`config.mk`:
```
export PLATFORM = sky130hd
export DESIGN_NAME = i2ccm_master
export DESIGN_NICKNAME = d
export VERILOG_FILES = /design/src/i2ccm_pkg.sv /design/src/i2ccm_sync.sv /design/src/i2ccm_master.sv
export VERILOG_INCLUDE_DIRS = /design/src
export SDC_FILE = /design/constraint.sdc
export NUM_CORES = 1
export LEC_CHECK = 0
export BUFFER_PORTS_ARGS = -buffer_cell sky130_fd_sc_hd__buf_2
export CAP_MARGIN = 20
export CORE_ASPECT_RATIO = 1.5
export CORE_MARGIN = 5
export CORE_UTILIZATION = 45
export DETAILED_ROUTE_END_ITERATION = 8
export MAX_ROUTING_LAYER = met4
export PLACE_DENSITY = 0.73
export SLEW_MARGIN = 20
export SYNTH_ARGS = -nofsm -noshare
export SYNTH_HDL_FRONTEND = slang
export SYNTH_SLANG_ARGS = --single-unit
```
`constraint.sdc`:
```
create_clock -name clk_sys -period 4.3 [get_ports clk_sys]
set_input_delay 0.215 -clock clk_sys [delete_from_list [all_inputs] [get_ports clk_sys]]
set_output_delay 0.215 -clock clk_sys [all_outputs]
set_load 0.03 [all_outputs]
```
`src/i2ccm_map.svh`:
```
// Register offsets, field positions, reset values and timing counts of the
// command-driven two-wire bus master.
// Assumes inclusion by bare name from the master module and the bench.
`ifndef I2CCM_MAP_SVH
`define I2CCM_MAP_SVH

// ==========================================================================
// Register byte offsets on the APB port.
`define I2CCM_OFF_BIT_PERIOD 8'h00
`define I2CCM_OFF_COMMAND 8'h04
`define I2CCM_OFF_STATE 8'h08
`define I2CCM_OFF_TARGET 8'h0C
`define I2CCM_OFF_RX 8'h10
`define I2CCM_OFF_TX 8'h14
`define I2CCM_OFF_BUSY 8'h18

// ==========================================================================
// Reset values.
`define I2CCM_RST_BIT_PERIOD 8'h00
`define I2CCM_RST_BYTE 8'h00

// ==========================================================================
// Command bit positions.
`define I2CCM_CMD_START 5
`define I2CCM_CMD_STOP 4
`define I2CCM_CMD_ADDR 3
`define I2CCM_CMD_WRITE 2
`define I2CCM_CMD_RD_ACK 1
`define I2CCM_CMD_RD_NACK 0

// ==========================================================================
// Status codes.
`define I2CCM_ST_IDLE 8'h00
`define I2CCM_ST_START 8'h01
`define I2CCM_ST_RESTART 8'h02
`define I2CCM_ST_ADDR_ERR 8'hE4
`define I2CCM_ST_RD_ACK 8'h48
`define I2CCM_ST_RD_NACK 8'h28
`define I2CCM_ST_WR_ERR 8'hF0
`define I2CCM_ST_GEN_ERR 8'hFF
`define I2CCM_ST_ERR_BIT 7

// ==========================================================================
// Timing: one microsecond per unit, system clock period, four quarters a bit.
`define I2CCM_US_NS 1000
`define I2CCM_CLK_NS 50
`define I2CCM_CYC_PER_US ((`I2CCM_US_NS) / (`I2CCM_CLK_NS))
`define I2CCM_QTR_CYC ((`I2CCM_CYC_PER_US) / 4)

`endif

```
`src/i2ccm_pkg.sv`:
```
// Types shared by the two-wire bus master and its input synchroniser.
// Assumes the map header sits in the same folder.
package i2ccm_pkg;

  // ========================================================================
  // Engine states.
  typedef enum logic [1:0] {
    ST_IDLE = 2'b00,
    ST_START = 2'b01,
    ST_STOP = 2'b10,
    ST_BYTE = 2'b11
  } i2ccm_state_t;

  // ========================================================================
  // Kind of byte cycle in progress.
  typedef enum logic [1:0] {
    K_ADDR = 2'b00,
    K_WRITE = 2'b01,
    K_READ = 2'b10
  } i2ccm_kind_t;

  // ========================================================================
  // Levels of the two bus lines, carried together.
  typedef struct packed {
    logic scl;
    logic sda;
  } i2ccm_lines_t;

endpackage

```
`src/i2ccm_sync.sv`:
```
// Three-stage synchroniser and agreement filter for the bus line inputs.
// Assumes asynchronous pin levels; idle bus level is high.
`timescale 1ns/100ps
`default_nettype none

module i2ccm_sync
  import i2ccm_pkg::*;
(
  // Clock and reset.
  input wire logic clk_sys,
  input wire logic arst_n,
  // Raw and filtered line levels.
  input wire i2ccm_lines_t raw,
  output i2ccm_lines_t filt
);

  logic [1:0] raw_v;
  logic [1:0] filt_v;

  assign raw_v = raw;
  assign filt = filt_v;

  // ========================================================================
  // Per line: three flops; the output follows once stages two and three agree.
  genvar i;
  generate
    for (i = 0; i < 2; i = i + 1) begin : g_line
      logic s1;
      logic s2;
      logic s3;
      always_ff @(posedge clk_sys or negedge arst_n) begin
        if (!arst_n) begin
          s1 <= 1'b1;
          s2 <= 1'b1;
          s3 <= 1'b1;
          filt_v[i] <= 1'b1;
        end else begin
          s1 <= raw_v[i];
          s2 <= s1;
          s3 <= s2;
          if (s2 == s3) begin
            filt_v[i] <= s3;
          end
        end
      end
    end
  endgenerate

endmodule
`default_nettype wire

```
`src/i2ccm_master.sv`:
```
// Command-driven two-wire bus master with an APB register port.
// Assumes an APB master on clk_sys and pull-ups on both bus lines.
//
// Functional notes
// RL1: bit period in whole microseconds; zero blocks all bus activity; the code only refuses new commands at zero, a running one goes on.
// RL2: six commands, one bit each in the command register.
// RL3: command bit 5 sends start, or repeated start when open.
// RL4: command bit 4 sends stop and releases the bus.
// RL5: command bit 3 sends the whole target-select byte, then samples ack.
// RL6: command bit 2 sends the transmit byte, then samples ack.
// RL7: bit 1 receives a byte with ack; bit 0 receives with nack.
// RL8: receive register holds the latest byte read.
// RL9: status bits: error, nack, ack, write, read, address, restart, start; a read with ack sets bit 6, one with nack bit 5.
// RL10: start sets bit 0 from idle, bit 1 when already open.
// RL11: bits 2 to 6 encode phase, direction and ack of a byte cycle.
// RL12: errors set bit 7; a stop returns the block to idle.
// RL13: status byte takes the fixed codes of each outcome.
// RL14: target-select holds address in bits 7..1, direction in bit 0.
// RL15: transmit register keeps its byte for the next write command.
// RL16: software runs start, address, bytes, then stop.
// RL17: start is accepted anywhere in an open transfer as repeated start.
// RL18: software reads with ack except the last byte, read with nack.
// RL19: bit period register keeps its value from reset onward.
// RL20: timing derived from the system clock; lines driven open-drain.
// RL21: one command runs to completion; status shows the last outcome.
`include "i2ccm_map.svh"
`timescale 1ns/100ps
`default_nettype none

module i2ccm_master
  import i2ccm_pkg::*;
(
  // Clock and reset.
  input wire logic clk_sys,
  input wire logic arst_n,
  // APB slave port.
  input wire logic psel,
  input wire logic penable,
  input wire logic pwrite,
  input wire logic [7:0] paddr,
  input wire logic [31:0] pwdata,
  output logic [31:0] prdata,
  output logic pready,
  output logic pslverr,
  // Bus lines, open-drain.
  input wire i2ccm_lines_t line_in,
  output i2ccm_lines_t line_out,
  output i2ccm_lines_t line_oe
);

  logic [7:0] bit_period;
  logic [7:0] transfer_state;
  logic [7:0] target_select;
  logic [7:0] receive_byte;
  logic [7:0] transmit_byte;
  logic busy;
  i2ccm_lines_t line_s;
  i2ccm_state_t state;
  i2ccm_kind_t kind;
  logic [1:0] qtr;
  logic [3:0] bitn;
  logic [7:0] shift;
  logic [10:0] tmr;
  logic open_xfer;
  logic addr_rnw;
  logic nack_cmd;
  logic ack_seen;

  // ========================================================================
  // Line input synchroniser.
  i2ccm_sync u_sync (
    .clk_sys(clk_sys),
    .arst_n(arst_n),
    .raw(line_in),
    .filt(line_s)
  );

  // ========================================================================
  // APB decode: one wait state, writes land at the edge that sees pready.
  wire acc = psel & penable;
  wire wr_now = acc & pready & pwrite;
  wire sel_bp = paddr == `I2CCM_OFF_BIT_PERIOD;
  wire sel_cmd = paddr == `I2CCM_OFF_COMMAND;
  wire sel_st = paddr == `I2CCM_OFF_STATE;
  wire sel_tgt = paddr == `I2CCM_OFF_TARGET;
  wire sel_rx = paddr == `I2CCM_OFF_RX;
  wire sel_tx = paddr == `I2CCM_OFF_TX;
  wire sel_busy = paddr == `I2CCM_OFF_BUSY;
  wire mapped = sel_bp | sel_cmd | sel_st | sel_tgt | sel_rx | sel_tx |
                sel_busy;
  wire [7:0] rd_byte = sel_bp ? bit_period :
                       sel_st ? transfer_state :
                       sel_tgt ? target_select :
                       sel_rx ? receive_byte :
                       sel_tx ? transmit_byte :
                       sel_busy ? {7'h00, busy} : 8'h00;

  // Answer register: ready for one cycle after the first access cycle.
  always_ff @(posedge clk_sys or negedge arst_n) begin
    if (!arst_n) begin
      pready <= 1'b0;
      pslverr <= 1'b0;
      prdata <= 32'h0000_0000;
    end else begin
      pready <= acc & ~pready;
      pslverr <= acc & ~pready & ~mapped;
      prdata <= (acc & ~pready & ~pwrite) ? {24'h00_0000, rd_byte} :
                32'h0000_0000;
    end
  end

  // Software-written registers hold their values until rewritten.
  always_ff @(posedge clk_sys or negedge arst_n) begin
    if (!arst_n) begin
      bit_period <= `I2CCM_RST_BIT_PERIOD;
      target_select <= `I2CCM_RST_BYTE;
      transmit_byte <= `I2CCM_RST_BYTE;
    end else if (wr_now) begin
      if (sel_bp) bit_period <= pwdata[7:0]; // RL19
      if (sel_tgt) target_select <= pwdata[7:0]; // RL14
      if (sel_tx) transmit_byte <= pwdata[7:0]; // RL15
    end
  end

  // ========================================================================
  // Command decode: lowest set bit index loses to higher ones.
  wire [7:0] cmd = pwdata[7:0];
  wire cmd_wr = wr_now & sel_cmd;
  wire idle_ok = (state == ST_IDLE) & (bit_period != 8'h00); // RL1 RL21
  wire cmd_take = cmd_wr & idle_ok & (|cmd[5:0]); // RL2
  wire take_start = cmd[`I2CCM_CMD_START];
  wire take_stop = ~take_start & cmd[`I2CCM_CMD_STOP];
  wire take_addr = ~(|cmd[5:4]) & cmd[`I2CCM_CMD_ADDR];
  wire take_wr = ~(|cmd[5:3]) & cmd[`I2CCM_CMD_WRITE];
  wire take_rd = ~(|cmd[5:2]) & (|cmd[1:0]);
  wire take_rdn = ~cmd[`I2CCM_CMD_RD_ACK];
  wire in_err = transfer_state[`I2CCM_ST_ERR_BIT];
  wire take_byte = take_addr | take_wr | take_rd;
  wire cmd_bad = take_byte & (~open_xfer | in_err); // RL12

  // ========================================================================
  // Quarter-bit timer: bit period times five system cycles per quarter.
  wire [10:0] qlen_m1 = 11'(bit_period) * 11'(`I2CCM_QTR_CYC) - 11'd1; // RL20
  wire stretch = (qtr == 2'd1) & ~line_s.scl;
  wire adv = (state != ST_IDLE) & (tmr == 11'd0) & ~stretch;
  wire byte_fin = adv & (state == ST_BYTE) & (qtr == 2'd3) & (bitn == 4'd8);
  wire lost = adv & (state == ST_BYTE) & (qtr == 2'd1) & (bitn != 4'd8) &
              (kind != K_READ) & shift[7] & ~line_s.sda;
  wire [7:0] addr_code = {1'b0, ~ack_seen, ack_seen, ~addr_rnw, addr_rnw,
                          3'b100};
  wire [7:0] wr_code = {1'b0, ~ack_seen, ack_seen, 5'b10000};

  // Timer reloads on each command and after each quarter.
  always_ff @(posedge clk_sys or negedge arst_n) begin
    if (!arst_n) begin
      tmr <= 11'd0;
    end else if (cmd_take | adv) begin
      tmr <= qlen_m1;
    end else if (tmr != 11'd0) begin
      tmr <= tmr - 11'd1;
    end
  end

  // ========================================================================
  // Bus engine: actions happen at the end of each quarter of a bit.
  always_ff @(posedge clk_sys or negedge arst_n) begin
    if (!arst_n) begin
      state <= ST_IDLE;
      kind <= K_ADDR;
      qtr <= 2'd0;
      bitn <= 4'd0;
      shift <= 8'h00;
      open_xfer <= 1'b0;
      addr_rnw <= 1'b0;
      nack_cmd <= 1'b0;
      ack_seen <= 1'b0;
      transfer_state <= `I2CCM_ST_IDLE;
      receive_byte <= `I2CCM_RST_BYTE;
      line_oe <= '0;
    end else if (cmd_take) begin
      qtr <= 2'd0;
      bitn <= 4'd0;
      if (cmd_bad) begin
        transfer_state <= `I2CCM_ST_GEN_ERR; // RL12 RL13
      end else if (take_start) begin
        state <= ST_START; // RL3 RL17
        line_oe.sda <= 1'b0;
      end else if (take_stop & ~open_xfer) begin
        transfer_state <= `I2CCM_ST_IDLE; // RL12
      end else if (take_stop) begin
        state <= ST_STOP; // RL4
        line_oe.sda <= 1'b1;
      end else begin
        state <= ST_BYTE;
        kind <= take_addr ? K_ADDR : (take_wr ? K_WRITE : K_READ);
        shift <= take_addr ? target_select : transmit_byte; // RL5 RL6
        addr_rnw <= target_select[0]; // RL14
        nack_cmd <= take_rdn; // RL7
        line_oe.sda <= take_rd ? 1'b0 :
                       ~(take_addr ? target_select[7] : transmit_byte[7]);
      end
    end else if (lost) begin
      state <= ST_IDLE; // RL12
      open_xfer <= 1'b0;
      line_oe <= '0;
      transfer_state <= (kind == K_ADDR) ? `I2CCM_ST_ADDR_ERR :
                        `I2CCM_ST_WR_ERR;
    end else if (adv) begin
      qtr <= qtr + 2'd1;
      unique case (state)
        ST_START: begin
          unique case (qtr)
            2'd0: line_oe.scl <= 1'b0;
            2'd1: line_oe.sda <= 1'b1; // RL3
            2'd2: line_oe.scl <= 1'b1;
            2'd3: begin
              state <= ST_IDLE;
              open_xfer <= 1'b1;
              transfer_state <= open_xfer ? `I2CCM_ST_RESTART :
                                `I2CCM_ST_START; // RL10
            end
          endcase
        end
        ST_STOP: begin
          unique case (qtr)
            2'd0: line_oe.scl <= 1'b0;
            2'd1: line_oe.sda <= 1'b0; // RL4
            2'd2: line_oe <= '0;
            2'd3: begin
              state <= ST_IDLE;
              open_xfer <= 1'b0;
              transfer_state <= `I2CCM_ST_IDLE;
            end
          endcase
        end
        ST_BYTE: begin
          unique case (qtr)
            2'd0: line_oe.scl <= 1'b0;
            2'd1: begin
              if (bitn != 4'd8) begin
                shift <= {shift[6:0], line_s.sda};
              end else if (kind != K_READ) begin
                ack_seen <= ~line_s.sda; // RL5 RL6
              end
            end
            2'd2: line_oe.scl <= 1'b1;
            2'd3: begin
              if (bitn == 4'd8) begin
                state <= ST_IDLE;
                line_oe.sda <= 1'b0;
                unique case (kind)
                  K_ADDR: transfer_state <= addr_code; // RL11 RL13
                  K_WRITE: transfer_state <= wr_code; // RL11 RL13
                  default: begin
                    receive_byte <= shift; // RL8
                    transfer_state <= nack_cmd ? `I2CCM_ST_RD_NACK :
                                      `I2CCM_ST_RD_ACK; // RL9 RL11
                  end
                endcase
              end else begin
                bitn <= bitn + 4'd1;
                if (bitn == 4'd7) begin
                  line_oe.sda <= (kind == K_READ) & ~nack_cmd; // RL7
                end else begin
                  line_oe.sda <= (kind != K_READ) & ~shift[7];
                end
              end
            end
          endcase
        end
        ST_IDLE: state <= ST_IDLE;
      endcase
    end
  end

  // Line drivers only ever pull low; busy mirrors the engine.
  always_ff @(posedge clk_sys or negedge arst_n) begin
    if (!arst_n) begin
      line_out <= '0; // RL20
      busy <= 1'b0;
    end else begin
      line_out <= '0;
      busy <= (state != ST_IDLE) | cmd_take;
    end
  end
endmodule
`default_nettype wire

```
After elaboration in Yosys (flattened, before gate mapping)
Cells that the tools add are included.
{ "classes": {"n_addsub": 4, "mul": 1, "mux": 79, "n_eq_ne": 39, "bitwise": 62, "n_reduce_logical": 42} }
{ "ops": {"columns": ["operator", "n"], "rows": [
  ["$mux W8", 27],
  ["$mux W2", 17],
  ["$and A1 B1 Y1", 27],
  ["$eq A8 B5 Y1 const B", 3],
  ["$mux W4", 6],
  ["$not A1 Y1", 24],
  ["$pmux W8 S3", 1],
  ["$mux W11", 2],
  ["$sub A11 B1 Y11 const B", 2],
  ["$reduce_and A7 Y1", 3],
  ["$ne A4 B4 Y1 const B", 5],
  ["$mux W1", 19],
  ["$eq A8 B4 Y1 const B", 2],
  ["$reduce_bool A2 Y1", 8],
  ["$reduce_and A5 Y1", 3],
  ["$ne A2 B2 Y1 const B", 7],
  ["$pmux W7 S2", 1],
  ["$ne A3 B3 Y1 const B", 4],
  ["$pmux W2 S3", 2],
  ["$reduce_or A2 Y1", 6],
  ["$logic_not A11 Y1", 1],
  ["$mul A8 B3 Y11 const B", 1],
  ["$or A1 B1 Y1", 11],
  ["$reduce_bool A11 Y1", 1],
  ["other kinds (29)", 44]
]} }
{ "totals": {"wordCells": 256, "output_inout_bits": 38, "reg_bits": 94} }

Depth between registers and ports, before layout
Gate-level depths: netlist (run 1).
{ "logic_depth": {"depth_word": 12, "depth_mapped": 10, "depth_no_buf": 10} }

Hierarchy
From an unflattened synthesis (run 1), not the netlist that was laid out.
{ "unflattened": {"cells_unflattened": 581, "area_unflattened_um2": 5611.6} }
{ "by_module_without_submodules": {"columns": ["module", "seq_area_each_um2", "area_per_inst_um2", "instances", "cells_per_inst"], "rows": [
  ["i2ccm_master", 2152.1, 5378.9, 1, 571],
  ["i2ccm_sync", 210.2, 232.7, 1, 10]
]} }

Worst setup path before layout (run 1)
Ideal clock, no wire load.
{ "synth_path": {"path_kind": "register to register", "startpoint": "reg tmr[0]", "endpoint": "reg shift[0]", "slack_ns": 1.579, "stages_incl_launch_ff": 9, "arrival_ns": 2.596, "required_ns": 4.175, "cell_sequence": "dfrtp_1 > inv_1 > ha_1 > or4b_4 > nor4_4 > and2_1 > nand2_2 > o31ai_4 > mux2_4"} }
{ "synth_between": {"elab_chain_len": 11, "elab_cells_between_ends": 12, "cone_classes": "eq/ne: 1; bitwise: 8; reduce/logical: 3"} }
{ "synth_rtl": {"columns": ["element", "line_no", "rtl"], "rows": [
  ["start: declaration", "i2ccm_master.sv:63", "logic [10:0] tmr;"],
  ["start signal: assignment", "i2ccm_master.sv:158", "tmr <= qlen_m1;"],
  ["start signal: assignment", "i2ccm_master.sv:160", "tmr <= tmr - 11'd1;"],
  ["$logic_not A11 Y1 *", "i2ccm_master.sv:145", "wire adv = (state != ST_IDLE) & (tmr == 11'd0) & ~stretch;"],
  ["$and A1 B1 Y1 * (2 in a row)", "i2ccm_master.sv:145", null],
  ["$and A1 B1 Y1 (4 in a row)", "i2ccm_master.sv:147", "wire lost = adv & (state == ST_BYTE) & (qtr == 2'd1) & (bitn != 4'd8) &"],
  ["$and A1 B1 Y1 (2 in a row)", "i2ccm_master.sv:148", "(kind != K_READ) & shift[7] & ~line_s.sda;"],
  ["$ne A2 B2 Y1 (no source line)", null, null],
  ["$reduce_and A9 Y1 (no source line) *", null, null],
  ["end signal: assignment", "i2ccm_master.sv:196", "shift <= take_addr ? target_select : transmit_byte;"],
  ["end signal: assignment", "i2ccm_master.sv:241", "shift <= {shift[6:0], line_s.sda};"],
  ["end: declaration", "i2ccm_master.sv:62", "logic [7:0] shift;"]
]} }
Every way passes the cells marked *; elsewhere a longest branch is shown, timed or not.
A chain may end at the register's enable or synchronous reset.

Worst setup path after layout (run 1)
{ "layout_path": {"startpoint": "reg tmr[0]", "endpoint": "reg shift[4]"} }
Same word-level chain as after synthesis.

==> results of run 1 <==
-- tightest hold or removal path, cell delays in order --
cell,delay [ns]
buf_2,0.10
nand2_1,0.06
nor2_1,0.05
-- cell type report --
type / count / area [µm²]
multi-input cells: 431 / 3054
inverters: 45 / 168.9
repair buffers: 39 / 217.7
clock inverters: 7 / 81.33
well taps: 156 / 195.2
clock buffers: 9 / 225.2
fillers: 1138 / 6207
flip-flops and latches: 94 / 2362
-- stage by stage --
step,worst slack [ns],util
after floorplan,1.579,-
after global placement,1.245,0.4770
after detailed placement,1.187,0.4770
after CTS,1.163,0.5039
after global routing,1.033,0.5039
final,1.149,0.5039
-- power breakdown --
part | switching, mW | internal (mW)
Combinational | 0.215 | 0.149
Sequential | 0.0688 | 0.950
Clock | 0.354 | 0.460
Total | 0.638 | 1.56
-- cell usage after synthesis (9+ instances only) --
library cell,n
nor2_1,40
buf_4,26
mux2i_1,13
inv_1,45
o21ai_1,14
dfrtp_1,86
a31oi_1,10
clkbuf_1,9
o21ai_0,39
nor3_1,10
mux2_2,31
a21oi_1,23
nand2_1,64
ha_1,27
a22oi_1,9
-- kinds of logic after synthesis --
kind of cell / synth area share
AO/OA/AOI/OAI: 0.1441
XOR/XNOR: 0.02124
adder cells (fa/ha/maj): 0.08279
buffers and inverters: 0.07802
flip-flops: 0.4092
multiplexers: 0.1077
other: 0.0006496
AND/OR/NAND/NOR: 0.1563
-- sequential cells by signal, summed over array words and instances, names as in the netlist, 4 cells and up --
| register | cells |
|---|---|
| tmr | 11 |
| bit_period | 8 |
| prdata | 8 |
| receive_byte | 8 |
| shift | 8 |
| target_select | 8 |
| transfer_state | 8 |
| transmit_byte | 8 |
| bitn | 4 |
-- routing by layer --
layer	wire length (µm)	part of all wire	vias up	GRT usage
li1	-	-	2077	-
met1	5297	0.39	2136	0.2126
met2	7123	0.53	104	0.3250
met3	417	0.031	40	0.02159
met4	613	0.046	0	0.1097
met5	0	0	-	-
-- timing repair --
item / in CTS / in global routing
hold buffers: 3 / 0
setup buffers: 0 / 0
endpoints found under the hold margin: 47 / 0
-- worst paths after layout --
path | start | to | cells after the start
min reg2reg | u_sync.g_line[1].s1$_DFF_PN1_ | u_sync.g_line[1].s2$_DFF_PN1_ | 0
max in group asynchronous | arst_n | tmr[2]$_DFFE_PN0P_ | 3
max reg2reg | tmr[0]$_DFFE_PN0P_ | shift[4]$_DFFE_PN0P_ | 8
min in group asynchronous | arst_n | receive_byte[3]$_DFFE_PN0P_ | 2
max | tmr[0]$_DFFE_PN0P_ | shift[4]$_DFFE_PN0P_ | 8
min | penable | pready$_DFF_PN0_ | 3
==> reports/metrics.csv, run 1 <==
stage,metric,value,unit
final_layout,final_cell_area,6305,µm²
drt,totalWireLength,13450,µm
worst_setup_path,worstSetupStartpointType,register,
cts,cts_buffers,9,
synth,synth_cell_types,72,
cts,cts_sinks,94,
synth,synthCells,587,
final_layout,num-nets-final,700,
worst_setup_path,cp_num_buf_inv,1,
floorplanning,coreArea,12510,µm²
grt,grt_antenna_before_repair,0,
worst_setup_path,crit_chain,"inv_1, ha_1, or4b_4, nor4_4, and2_1, nand2_2, o31ai_4, mux2_4",
sta,fmax,317.3,MHz
floorplanning,pin_count,85,
placed_design,portBuffers,34,
cts,ctsResizeCount,0,
worst_hold_path,worstHoldPathType,input pin to register,
drt,drt_iter0_markers,214,
cts,htreeDepth,3,
status,status,"finished, final reports clean",
synth,synthArstFlopShare,1.000,
worst_setup_path,endpoint_kind,register,
placed_design,hpwl,10360,µm
drt,dr.pass1.iters,7,
placed_design,numPlacedInstances,762,
grt,grt_max_degree,55,
sta,worst_slew_pin_slew,0.8087,ns
sta,hold_violations,0,
sta,slew_violations,0,
placed_design,gp_congestion,0.9414,
synth,synth-main-ff-cell,dfrtp_1,
cts,clock_path_buffers,2,
worst_setup_path,critPathMaxStageDelay,0.61,ns
sta,rsz0062_at_grt,false,
worst_setup_path,arrival,3.39,ns
drt,num_vias,4357,
grt,grt_pass1_wl,22290,µm
worst_setup_path,r2r_slack,1.15,ns
drt,vias_per_cell,5.579,
final_layout,fin_cells,781,
floorplanning,die_area,15240,µm²
synth,ys_ff_latch,94,
final_layout,antennaDiodeCount,0,
synth,synth-edff-count,0,
floorplanning,die-height,148.7,µm
final_layout,final_cell_mix,"dfrtp_1, nand2_1, inv_1",
drt,wl_per_cell,17.22,µm
cts,clk_latency,0.35,ns
worst_setup_path,crit_family,simple AND/OR/NAND/NOR gates,
synth,synth_top_area_frac,0.3728,
grt,first_global_vias,4628,
cts,cts_tree,done,
drt,ant_nets,0,
cts,cts_root_buf,clkbuf_16,
floorplanning,start_util,0.4614,
sta,period_share,0.7329,
cts,clkSlewWorstSetupHoldPaths,0.07,ns
sta,fin_skew,0.006769,ns
synth,ys_seq_area_frac,0.4092,
final_layout,final_common_cell,dfrtp_1,
placed_design,post_dp_cell_area,5968,µm²
sta,setup_viol,0,
sta,max_slew_margin,0.4597,
job,maxCapViolCount,0,
grt,track_usage,0.1911,
power,ir_drop,0.0003288,V
floorplanning,die_w,102.5,µm
sta,period_minus_slack,3.151,ns
drt,drt_drc_violations_left,0,
worst_setup_path,critPathKind,register to register,
synth,ys_warn_count,0,
worst_setup_path,critical_path.max_fanout,10,
power,p_total,2.197,mW
floorplanning,rows,50,
final_layout,syn_to_final_growth,9.211,%
synth,synthTopCellsByArea,"dfrtp_1, mux2_2, ha_1",
worst_setup_path,cp.required,4.54,ns
worst_setup_path,slowest_stage,o31ai_4,
power,leakage,2.875,nW
synth,synth.avg_cell_area,9.835,µm²
synth,synth_area_leader_cell,dfrtp_1,
grt,overflow,0,
sta,whs,0.1244,ns
power,power_density,348.4,nW/µm²
final_layout,layout-drive-gt1-share,0.1920,
synth,netlist_area,5773,µm²
sta,tns,0,ns
(Power assumes the default switching activity.)
==> inputs of run 2 (changes only) <==
--- a/config.mk
+++ b/config.mk
@@ -6,6 +6,7 @@
 export SDC_FILE = /design/constraint.sdc
 export NUM_CORES = 1
 export LEC_CHECK = 0
+export ABC_AREA = 1
 export BUFFER_PORTS_ARGS = -buffer_cell sky130_fd_sc_hd__buf_2
 export CAP_MARGIN = 20
 export CORE_ASPECT_RATIO = 1.5
@@ -13,7 +14,7 @@
 export CORE_UTILIZATION = 45
 export DETAILED_ROUTE_END_ITERATION = 8
 export MAX_ROUTING_LAYER = met4
-export PLACE_DENSITY = 0.73
+export PLACE_DENSITY = 0.76
 export SLEW_MARGIN = 20
 export SYNTH_ARGS = -nofsm -noshare
 export SYNTH_HDL_FRONTEND = slang
==> constraint.sdc (replaced) <==
create_clock -name clk_sys -period 2.6 [get_ports clk_sys]
set_input_delay 0.13 -clock clk_sys [delete_from_list [all_inputs] [get_ports clk_sys]]
set_output_delay 0.13 -clock clk_sys [all_outputs]
set_load 0.03 [all_outputs]
==> reports/metrics.csv, run 2 <==
stage,metric,value,unit,change
grt,grt_max_degree,58,,+5.5%
worst_setup_path,r2r_slack,0.17,ns,-0.98 ns
final_layout,layout-drive-gt1-share,0.1650,,-0.02696
final_layout,fillers,1302,,+14%
drt,drt_iter0_markers,314,,+47%
sta,fmax,411.8,MHz,+30%
placed_design,portBuffers,34,,unchanged
worst_setup_path,endpoint_kind,register,,
cts,clkSlewWorstSetupHoldPaths,0.07,ns,about the same
grt,grt_pass1_wl,24390,µm,+9.4%
synth,ys_warn_count,0,,unchanged
worst_hold_path,worstHoldPathType,input pin to register,,
floorplanning,rows,52,,+4.0%
power,leakage,3.316,nW,+15%
drt,wl_per_cell,15.19,µm,-12%
worst_setup_path,rr_worst_depth,11,,+3
floorplanning,pin_count,85,,unchanged
synth,synth_common_cells,"nand2_1, inv_1, dfrtp_1",,
synth,synth.avg_cell_area,7.929,µm²,-19%
drt,drt_drc_violations_left,0,,unchanged
power,ir_drop,0.0002571,V,-22%
worst_setup_path,critPathKind,register to register,,
worst_setup_path,arrival,2.65,ns,-0.74 ns
final_layout,top_register,tmr,,
power,internal-power,2.171,mW,+39%
floorplanning,die-height,152.5,µm,+2.5%
worst_setup_path,crit_start,bit_period[2]$_DFFE_PN0P_,,
synth,ys_ff_latch,94,,unchanged
sta,max_slew_margin,0.4785,,+0.01880
grt,first_global_vias,5037,,+8.8%
sta,period_share,0.9341,,+0.2012
synth,synth_cell_types,50,,-31%
floorplanning,die_w,105.0,µm,+2.4%
cts,cts_sinks,94,,unchanged
sta,worst_slew_pin_slew,0.7741,ns,-0.03463 ns
final_layout,antennaDiodeCount,0,,unchanged
sta,slew_violations,0,,unchanged
floorplanning,start_util,0.4544,,-0.007050
power,seq_power_share,0.516,,+0.052
final_layout,largest_reg_flops,11,,unchanged
grt,track_usage,0.1934,,+0.002228
worst_hold_path,min_path_cells,2,,-1
cts,htreeDepth,3,,unchanged
worst_hold_path,worstHoldEndpoint,nack_cmd$_DFFE_PN0P_,,
power,combPwrFrac,0.073,,-0.093
final_layout,syn_to_final_growth,10.25,%,
drt,vias_per_cell,5.289,,-5.2%
power,switching_share,0.2484,,-0.04220
status,status,"finished, final reports clean",,
sta,fin_ws,0.1714,ns,-0.9771 ns
synth,synth-main-ff-cell,dfrtp_1,,
grt,grt_antenna_before_repair,0,,unchanged
synth,yosysMostFrequentCell,nand2_1,,
worst_setup_path,worstSetupStartpointType,register,,
drt,ant_nets,0,,unchanged
worst_hold_path,worstHoldStart,pwdata[1],,
synth,synth_top_area_frac,0.3534,,-0.01938
cts,cts_tree,done,,
synth,synth_area_leader_cell,dfrtp_1,,
power,switchingPower,0.7175,mW,+12%
synth,synth-edff-count,0,,unchanged
placed_design,dp_slack,0.06912,ns,-1.118 ns
drt,totalWireLength,14890,µm,+11%
sta,rsz0062_at_grt,false,,
final_layout,num-nets-final,894,,+28%
power,p_clk_frac,0.411,,+0.041
floorplanning,coreArea,13400,µm²,+7.1%
sta,whs,0.03054,ns,-0.09383 ns
cts,cts_buffers,9,,unchanged
floorplanning,die_area,16010,µm²,+5.0%
final_layout,final_common_cell,nand2_1,,
job,maxCapViolCount,0,,unchanged
cts,cts_root_buf,clkbuf_16,,
grt,overflow,0,,unchanged
drt,num_vias,5183,,+19%
synth,ys_seq_area_frac,0.3879,,-0.02127
sta,fin_skew,0.008186,ns,+0.001417 ns
sta,period_minus_slack,2.429,ns,-0.7229 ns
placed_design,gp_congestion,0.9614,,+2.1%
worst_setup_path,critical_path.max_fanout,4,,-6
sta,setup_viol,0,,unchanged
drt,dr.pass1.iters,5,,-2
synth,synthTopCellsByArea,"dfrtp_1, nand2_1, o21ai_0",,
cts,clock_path_buffers,2,,unchanged
synth,synthCells,768,,+31%
worst_setup_path,cp.required,2.82,ns,-1.72 ns
synth,netlist_area,6090,µm²,+5.5%
cts,clk_latency,0.34,ns,about the same
placed_design,hpwl,11690,µm,+13%
synth,synthArstFlopShare,1.000,,unchanged
final_layout,final_cell_mix,"nand2_1, inv_1, dfrtp_1",,
worst_setup_path,rr_endpoint,tmr[8]$_DFFE_PN0P_,,
power,power_density,430.3,nW/µm²,+23%
sta,hold_violations,0,,unchanged
sta,tns,0,ns,unchanged
worst_setup_path,crit-reg2reg-launch,bit_period[2]$_DFFE_PN0P_,,
run 2: changes by cell type in the layout (fill, tap and decap cells not counted), moves of 11 or more:
cell,previous run,this run
nand2_1,64,161
inv_1,45,101
mux2_2,31,1
mux2i_1,13,0
o21ai_0,39,82
nand2_2,2,13
nand3_1,6,40
nor2_1,40,55
run 2: worst max path at each step:
stage,to,cells past startpoint,slack (ns)
after CTS,tmr[9]$_DFFE_PN0P_,12,0.04
after global routing,tmr[8]$_DFFE_PN0P_,11,0.009
after global placement,tmr[9]$_DFFE_PN0P_,12,0.12
after detailed placement,tmr[9]$_DFFE_PN0P_,12,0.07
after floorplan,tmr[9]$_DFFE_PN0P_,12,0.20
final,tmr[8]$_DFFE_PN0P_,11,0.17
run 2: power groups by stage:
stage          clock network [mW]  logic (mW)  registers (mW)
5_1_grt                      1.28       0.232            1.49
4_1_cts                      1.21       0.210            1.49
3_3_place_gp                    0       0.203            1.52
3_5_place_dp                    0       0.206            1.52
2_1_floorplan                   0       0.152            1.52
6_report                     1.19       0.210            1.49
run 2: cell families (layout without fill, tap and decap cells):
group,count (synthesis),count (layout),share of synthesized area
adder cells (fa/ha/maj),35,35,0.07849
multiplexers,5,5,0.01171
XOR/XNOR,14,14,0.02013
other,1,26,0.0006158
buffers and inverters,147,172,0.1099
AO/OA/AOI/OAI,150,150,0.1366
AND/OR/NAND/NOR,322,322,0.2546
flip-flops,94,94,0.3879
run 2: repair_timing:
item	4_1_cts	5_1_grt
endpoints found under the hold margin	58	0
setup buffers	0	1
hold buffers	3	0
endpoints found under the setup margin	0	4
resized for setup	0	8
run 2: metrics by stage:
stage          area (µm²)    util  total power, mW  std cells
2_1_floorplan        6183       -            1.672        793
3_3_place_gp         6382  0.4762            1.720        961
3_5_place_dp         6382  0.4762            1.723        961
4_1_cts              6670  0.4977            2.909        979
5_1_grt              6714  0.5009            3.003        980
6_report             6714  0.5009            2.889        980
run 2: critical path, cell delays in order (launching register included):
cell and delay [ns]:
dfrtp_2 0.40, inv_1 0.08, fa_1 0.54, inv_1 0.04
ha_1 0.35, a21oi_2 0.15, o21ai_0 0.12, a21oi_1 0.20
nor2_1 0.06, nor2_1 0.11, xor2_1 0.16, a21oi_1 0.09
run 2: metal layers:
layer / share of wire / up-vias / global-route usage
met5: 0 / - / -
met4: 0.048 / 0 / 0.1042
met3: 0.043 / 40 / 0.02162
met2: 0.52 / 183 / 0.3318
met1: 0.39 / 2431 / 0.2179
li1: - / 2529 / -
run 2: area by class of cell:
cell class / count / area [µm²] / area share
Clock buffer: 11 / 232.7 / 0.03466
Inverter: 110 / 412.9 / 0.06150
Multi-Input combinational cell: 552 / 3184 / 0.4743
Clock inverter: 4 / 25.02 / 0.003727
Sequential cell: 94 / 2366 / 0.3524
Timing Repair Buffer: 47 / 290.3 / 0.04324
Tap cell: 162 / 202.7 / 0.03019
==> inputs of run 3 (changes only) <==
--- a/config.mk
+++ b/config.mk
@@ -13,8 +13,10 @@
 export CORE_MARGIN = 5
 export CORE_UTILIZATION = 45
 export DETAILED_ROUTE_END_ITERATION = 8
+export GPL_TIMING_DRIVEN = 1
 export MAX_ROUTING_LAYER = met4
 export PLACE_DENSITY = 0.76
+export RECOVER_POWER = 100
 export SLEW_MARGIN = 20
 export SYNTH_ARGS = -nofsm -noshare
 export SYNTH_HDL_FRONTEND = slang
==> reports/metrics.csv, run 3 (same netlist as run 2, synthesis figures left out) <==
stage,metric,value,unit,change
status,status,"finished, final reports clean",,
final_layout,layout-drive-gt1-share,0.1271,,-0.03790
worst_setup_path,critical_path.max_fanout,4,,unchanged
grt,grt_antenna_before_repair,0,,unchanged
power,seq_power_share,0.516,,about the same
cts,cts_buffers,9,,unchanged
sta,setup_viol,0,,unchanged
cts,htreeDepth,3,,unchanged
worst_setup_path,arrival,2.66,ns,about the same
worst_hold_path,worstHoldEndpoint,nack_cmd$_DFFE_PN0P_,,
job,maxCapViolCount,0,,unchanged
worst_setup_path,worstSetupStartpointType,register,,
drt,wl_per_cell,15.30,µm,+0.69%
floorplanning,die_w,105.0,µm,unchanged
sta,worst_slew_pin_slew,1.472,ns,+0.6980 ns
floorplanning,die_area,16010,µm²,unchanged
worst_hold_path,min_path_cells,2,,unchanged
floorplanning,coreArea,13400,µm²,unchanged
floorplanning,die-height,152.5,µm,unchanged
final_layout,syn_to_final_growth,8.486,%,
power,combPwrFrac,0.071,,-0.002
drt,ant_nets,0,,unchanged
placed_design,portBuffers,34,,unchanged
drt,num_vias,5169,,-0.27%
worst_setup_path,rr_worst_depth,11,,unchanged
worst_setup_path,endpoint_kind,register,,
final_layout,final_common_cell,nand2_1,,
floorplanning,start_util,0.4544,,unchanged
sta,period_minus_slack,2.438,ns,+0.009792 ns
sta,fin_skew,0.007847,ns,-0.0003392 ns
sta,period_share,0.9378,,+0.003766
cts,cts_sinks,94,,unchanged
grt,grt_pass1_wl,24390,µm,unchanged
grt,track_usage,0.1934,,unchanged
drt,totalWireLength,14990,µm,+0.69%
sta,rsz0062_at_grt,false,,
drt,vias_per_cell,5.274,,-0.27%
placed_design,numPlacedInstances,961,,unchanged
power,ir_drop,0.0002671,V,+3.9%
final_layout,final_cell_mix,"nand2_1, inv_1, o21ai_0",,
power,switchingPower,0.7171,mW,about the same
placed_design,gp_congestion,0.9614,,unchanged
worst_setup_path,cp.required,2.82,ns,about the same
drt,dr.pass1.iters,5,,unchanged
sta,hold_violations,0,,unchanged
power,power_density,436.7,nW/µm²,+1.5%
power,internal-power,2.168,mW,-0.18%
placed_design,dp_slack,0.06912,ns,unchanged
power,switching_share,0.2486,,about the same
final_layout,post-route-util,0.4929,,-0.008029
worst_hold_path,worstHoldStart,pwdata[1],,
worst_setup_path,crit-reg2reg-launch,bit_period[2]$_DFFE_PN0P_,,
grt,grt_max_degree,58,,unchanged
cts,clk_latency,0.34,ns,about the same
floorplanning,rows,52,,unchanged
cts,clock_path_buffers,2,,unchanged
worst_setup_path,critPathKind,register to register,,
final_layout,top_register,tmr,,
final_layout,antennaDiodeCount,0,,unchanged
final_layout,largest_reg_flops,11,,unchanged
floorplanning,pin_count,85,,unchanged
power,p_clk_frac,0.412,,about the same
placed_design,hpwl,11690,µm,unchanged
cts,clkSlewWorstSetupHoldPaths,0.07,ns,about the same
cts,cts_tree,done,,
grt,first_global_vias,5037,,unchanged
sta,fin_ws,0.1616,ns,-0.009792 ns
sta,whs,0.03179,ns,+0.001245 ns
worst_hold_path,worstHoldPathType,input pin to register,,
sta,fmax,410.1,MHz,-0.40%
final_layout,num-nets-final,894,,unchanged
final_layout,fin_cells,980,,unchanged
grt,overflow,0,,unchanged
drt,drt_drc_violations_left,0,,unchanged
cts,cts_root_buf,clkbuf_16,,
worst_setup_path,rr_endpoint,tmr[8]$_DFFE_PN0P_,,
sta,tns,0,ns,unchanged
sta,max_slew_margin,0.01861,,-0.4599
worst_setup_path,r2r_slack,0.16,ns,about the same
power,leakage,3.207,nW,-3.3%
sta,slew_violations,0,,unchanged
drt,drt_iter0_markers,344,,+9.6%
[run 3: cell types whose count changed in the layout (fill, tap and decap cells not counted), sizes merged]
| cell | before | now |
|---|---|---|
| buf | 44 | 29 |
| clkbuf | 11 | 26 |
[run 3: stage by stage]
step / area, µm² / power (mW)
2_1_floorplan: 6183 / 1.672
3_3_place_gp: 6382 / 1.720
3_5_place_dp: 6382 / 1.723
4_1_cts: 6670 / 2.909
5_1_grt: 6606 / 2.997
6_report: 6606 / 2.885
[run 3: cell type report]
class	count	area, µm²
repair buffers	47	257.7
multi-input cells	552	3109
clock buffers	11	232.7
fillers	1326	6797
clock inverters	4	25.02
well taps	162	202.7
inverters	110	412.9
flip-flops and latches	94	2366
[run 3: how the worst max path moves through the flow]
stage | startpoint | end | slack [ns] | depth (start not counted)
6_report | bit_period[2]$_DFFE_PN0P_ | tmr[8]$_DFFE_PN0P_ | 0.16 | 11
4_1_cts | bit_period[1]$_DFFE_PN0P_ | tmr[9]$_DFFE_PN0P_ | 0.04 | 12
3_3_place_gp | bit_period[1]$_DFFE_PN0P_ | tmr[9]$_DFFE_PN0P_ | 0.12 | 12
3_5_place_dp | bit_period[1]$_DFFE_PN0P_ | tmr[9]$_DFFE_PN0P_ | 0.07 | 12
5_1_grt | bit_period[6]$_DFFE_PN0P_ | transfer_state[6]$_DFFE_PN0P_ | 0.006 | 14
2_1_floorplan | bit_period[1]$_DFFE_PN0P_ | tmr[9]$_DFFE_PN0P_ | 0.20 | 12
[run 3: repair_timing]
item,in CTS,in global routing
hold endpoints to repair,58,0
buffers inserted,0,1
resized for setup,0,8
hold buffers,3,0
endpoints found under the setup margin,0,4
[run 3: power by group through the flow]
stage               registers (mW)  logic, mW  clock network [mW]
floorplan                     1.52      0.152                   0
global placement              1.52      0.203                   0
detailed placement            1.52      0.206                   0
CTS                           1.49      0.210                1.21
global route                  1.49      0.227                1.28
finish                        1.49      0.206                1.19
[run 3: routing by layer]
layer,up-vias,track usage,share of wire
li1,2528,-,-
met1,2444,0.2179,0.40
met2,155,0.3318,0.52
met3,42,0.02162,0.040
met4,0,0.1042,0.047
met5,-,-,0
[run 3: critical path, stage by stage (launching register included)]
cell,delay (ns)
dfrtp_2,0.40
inv_1,0.08
fa_1,0.54
inv_1,0.04
ha_1,0.35
a21oi_2,0.16
o21ai_0,0.12
a21oi_1,0.20
nor2_1,0.06
nor2_1,0.11
xor2_1,0.16
a21oi_1,0.09
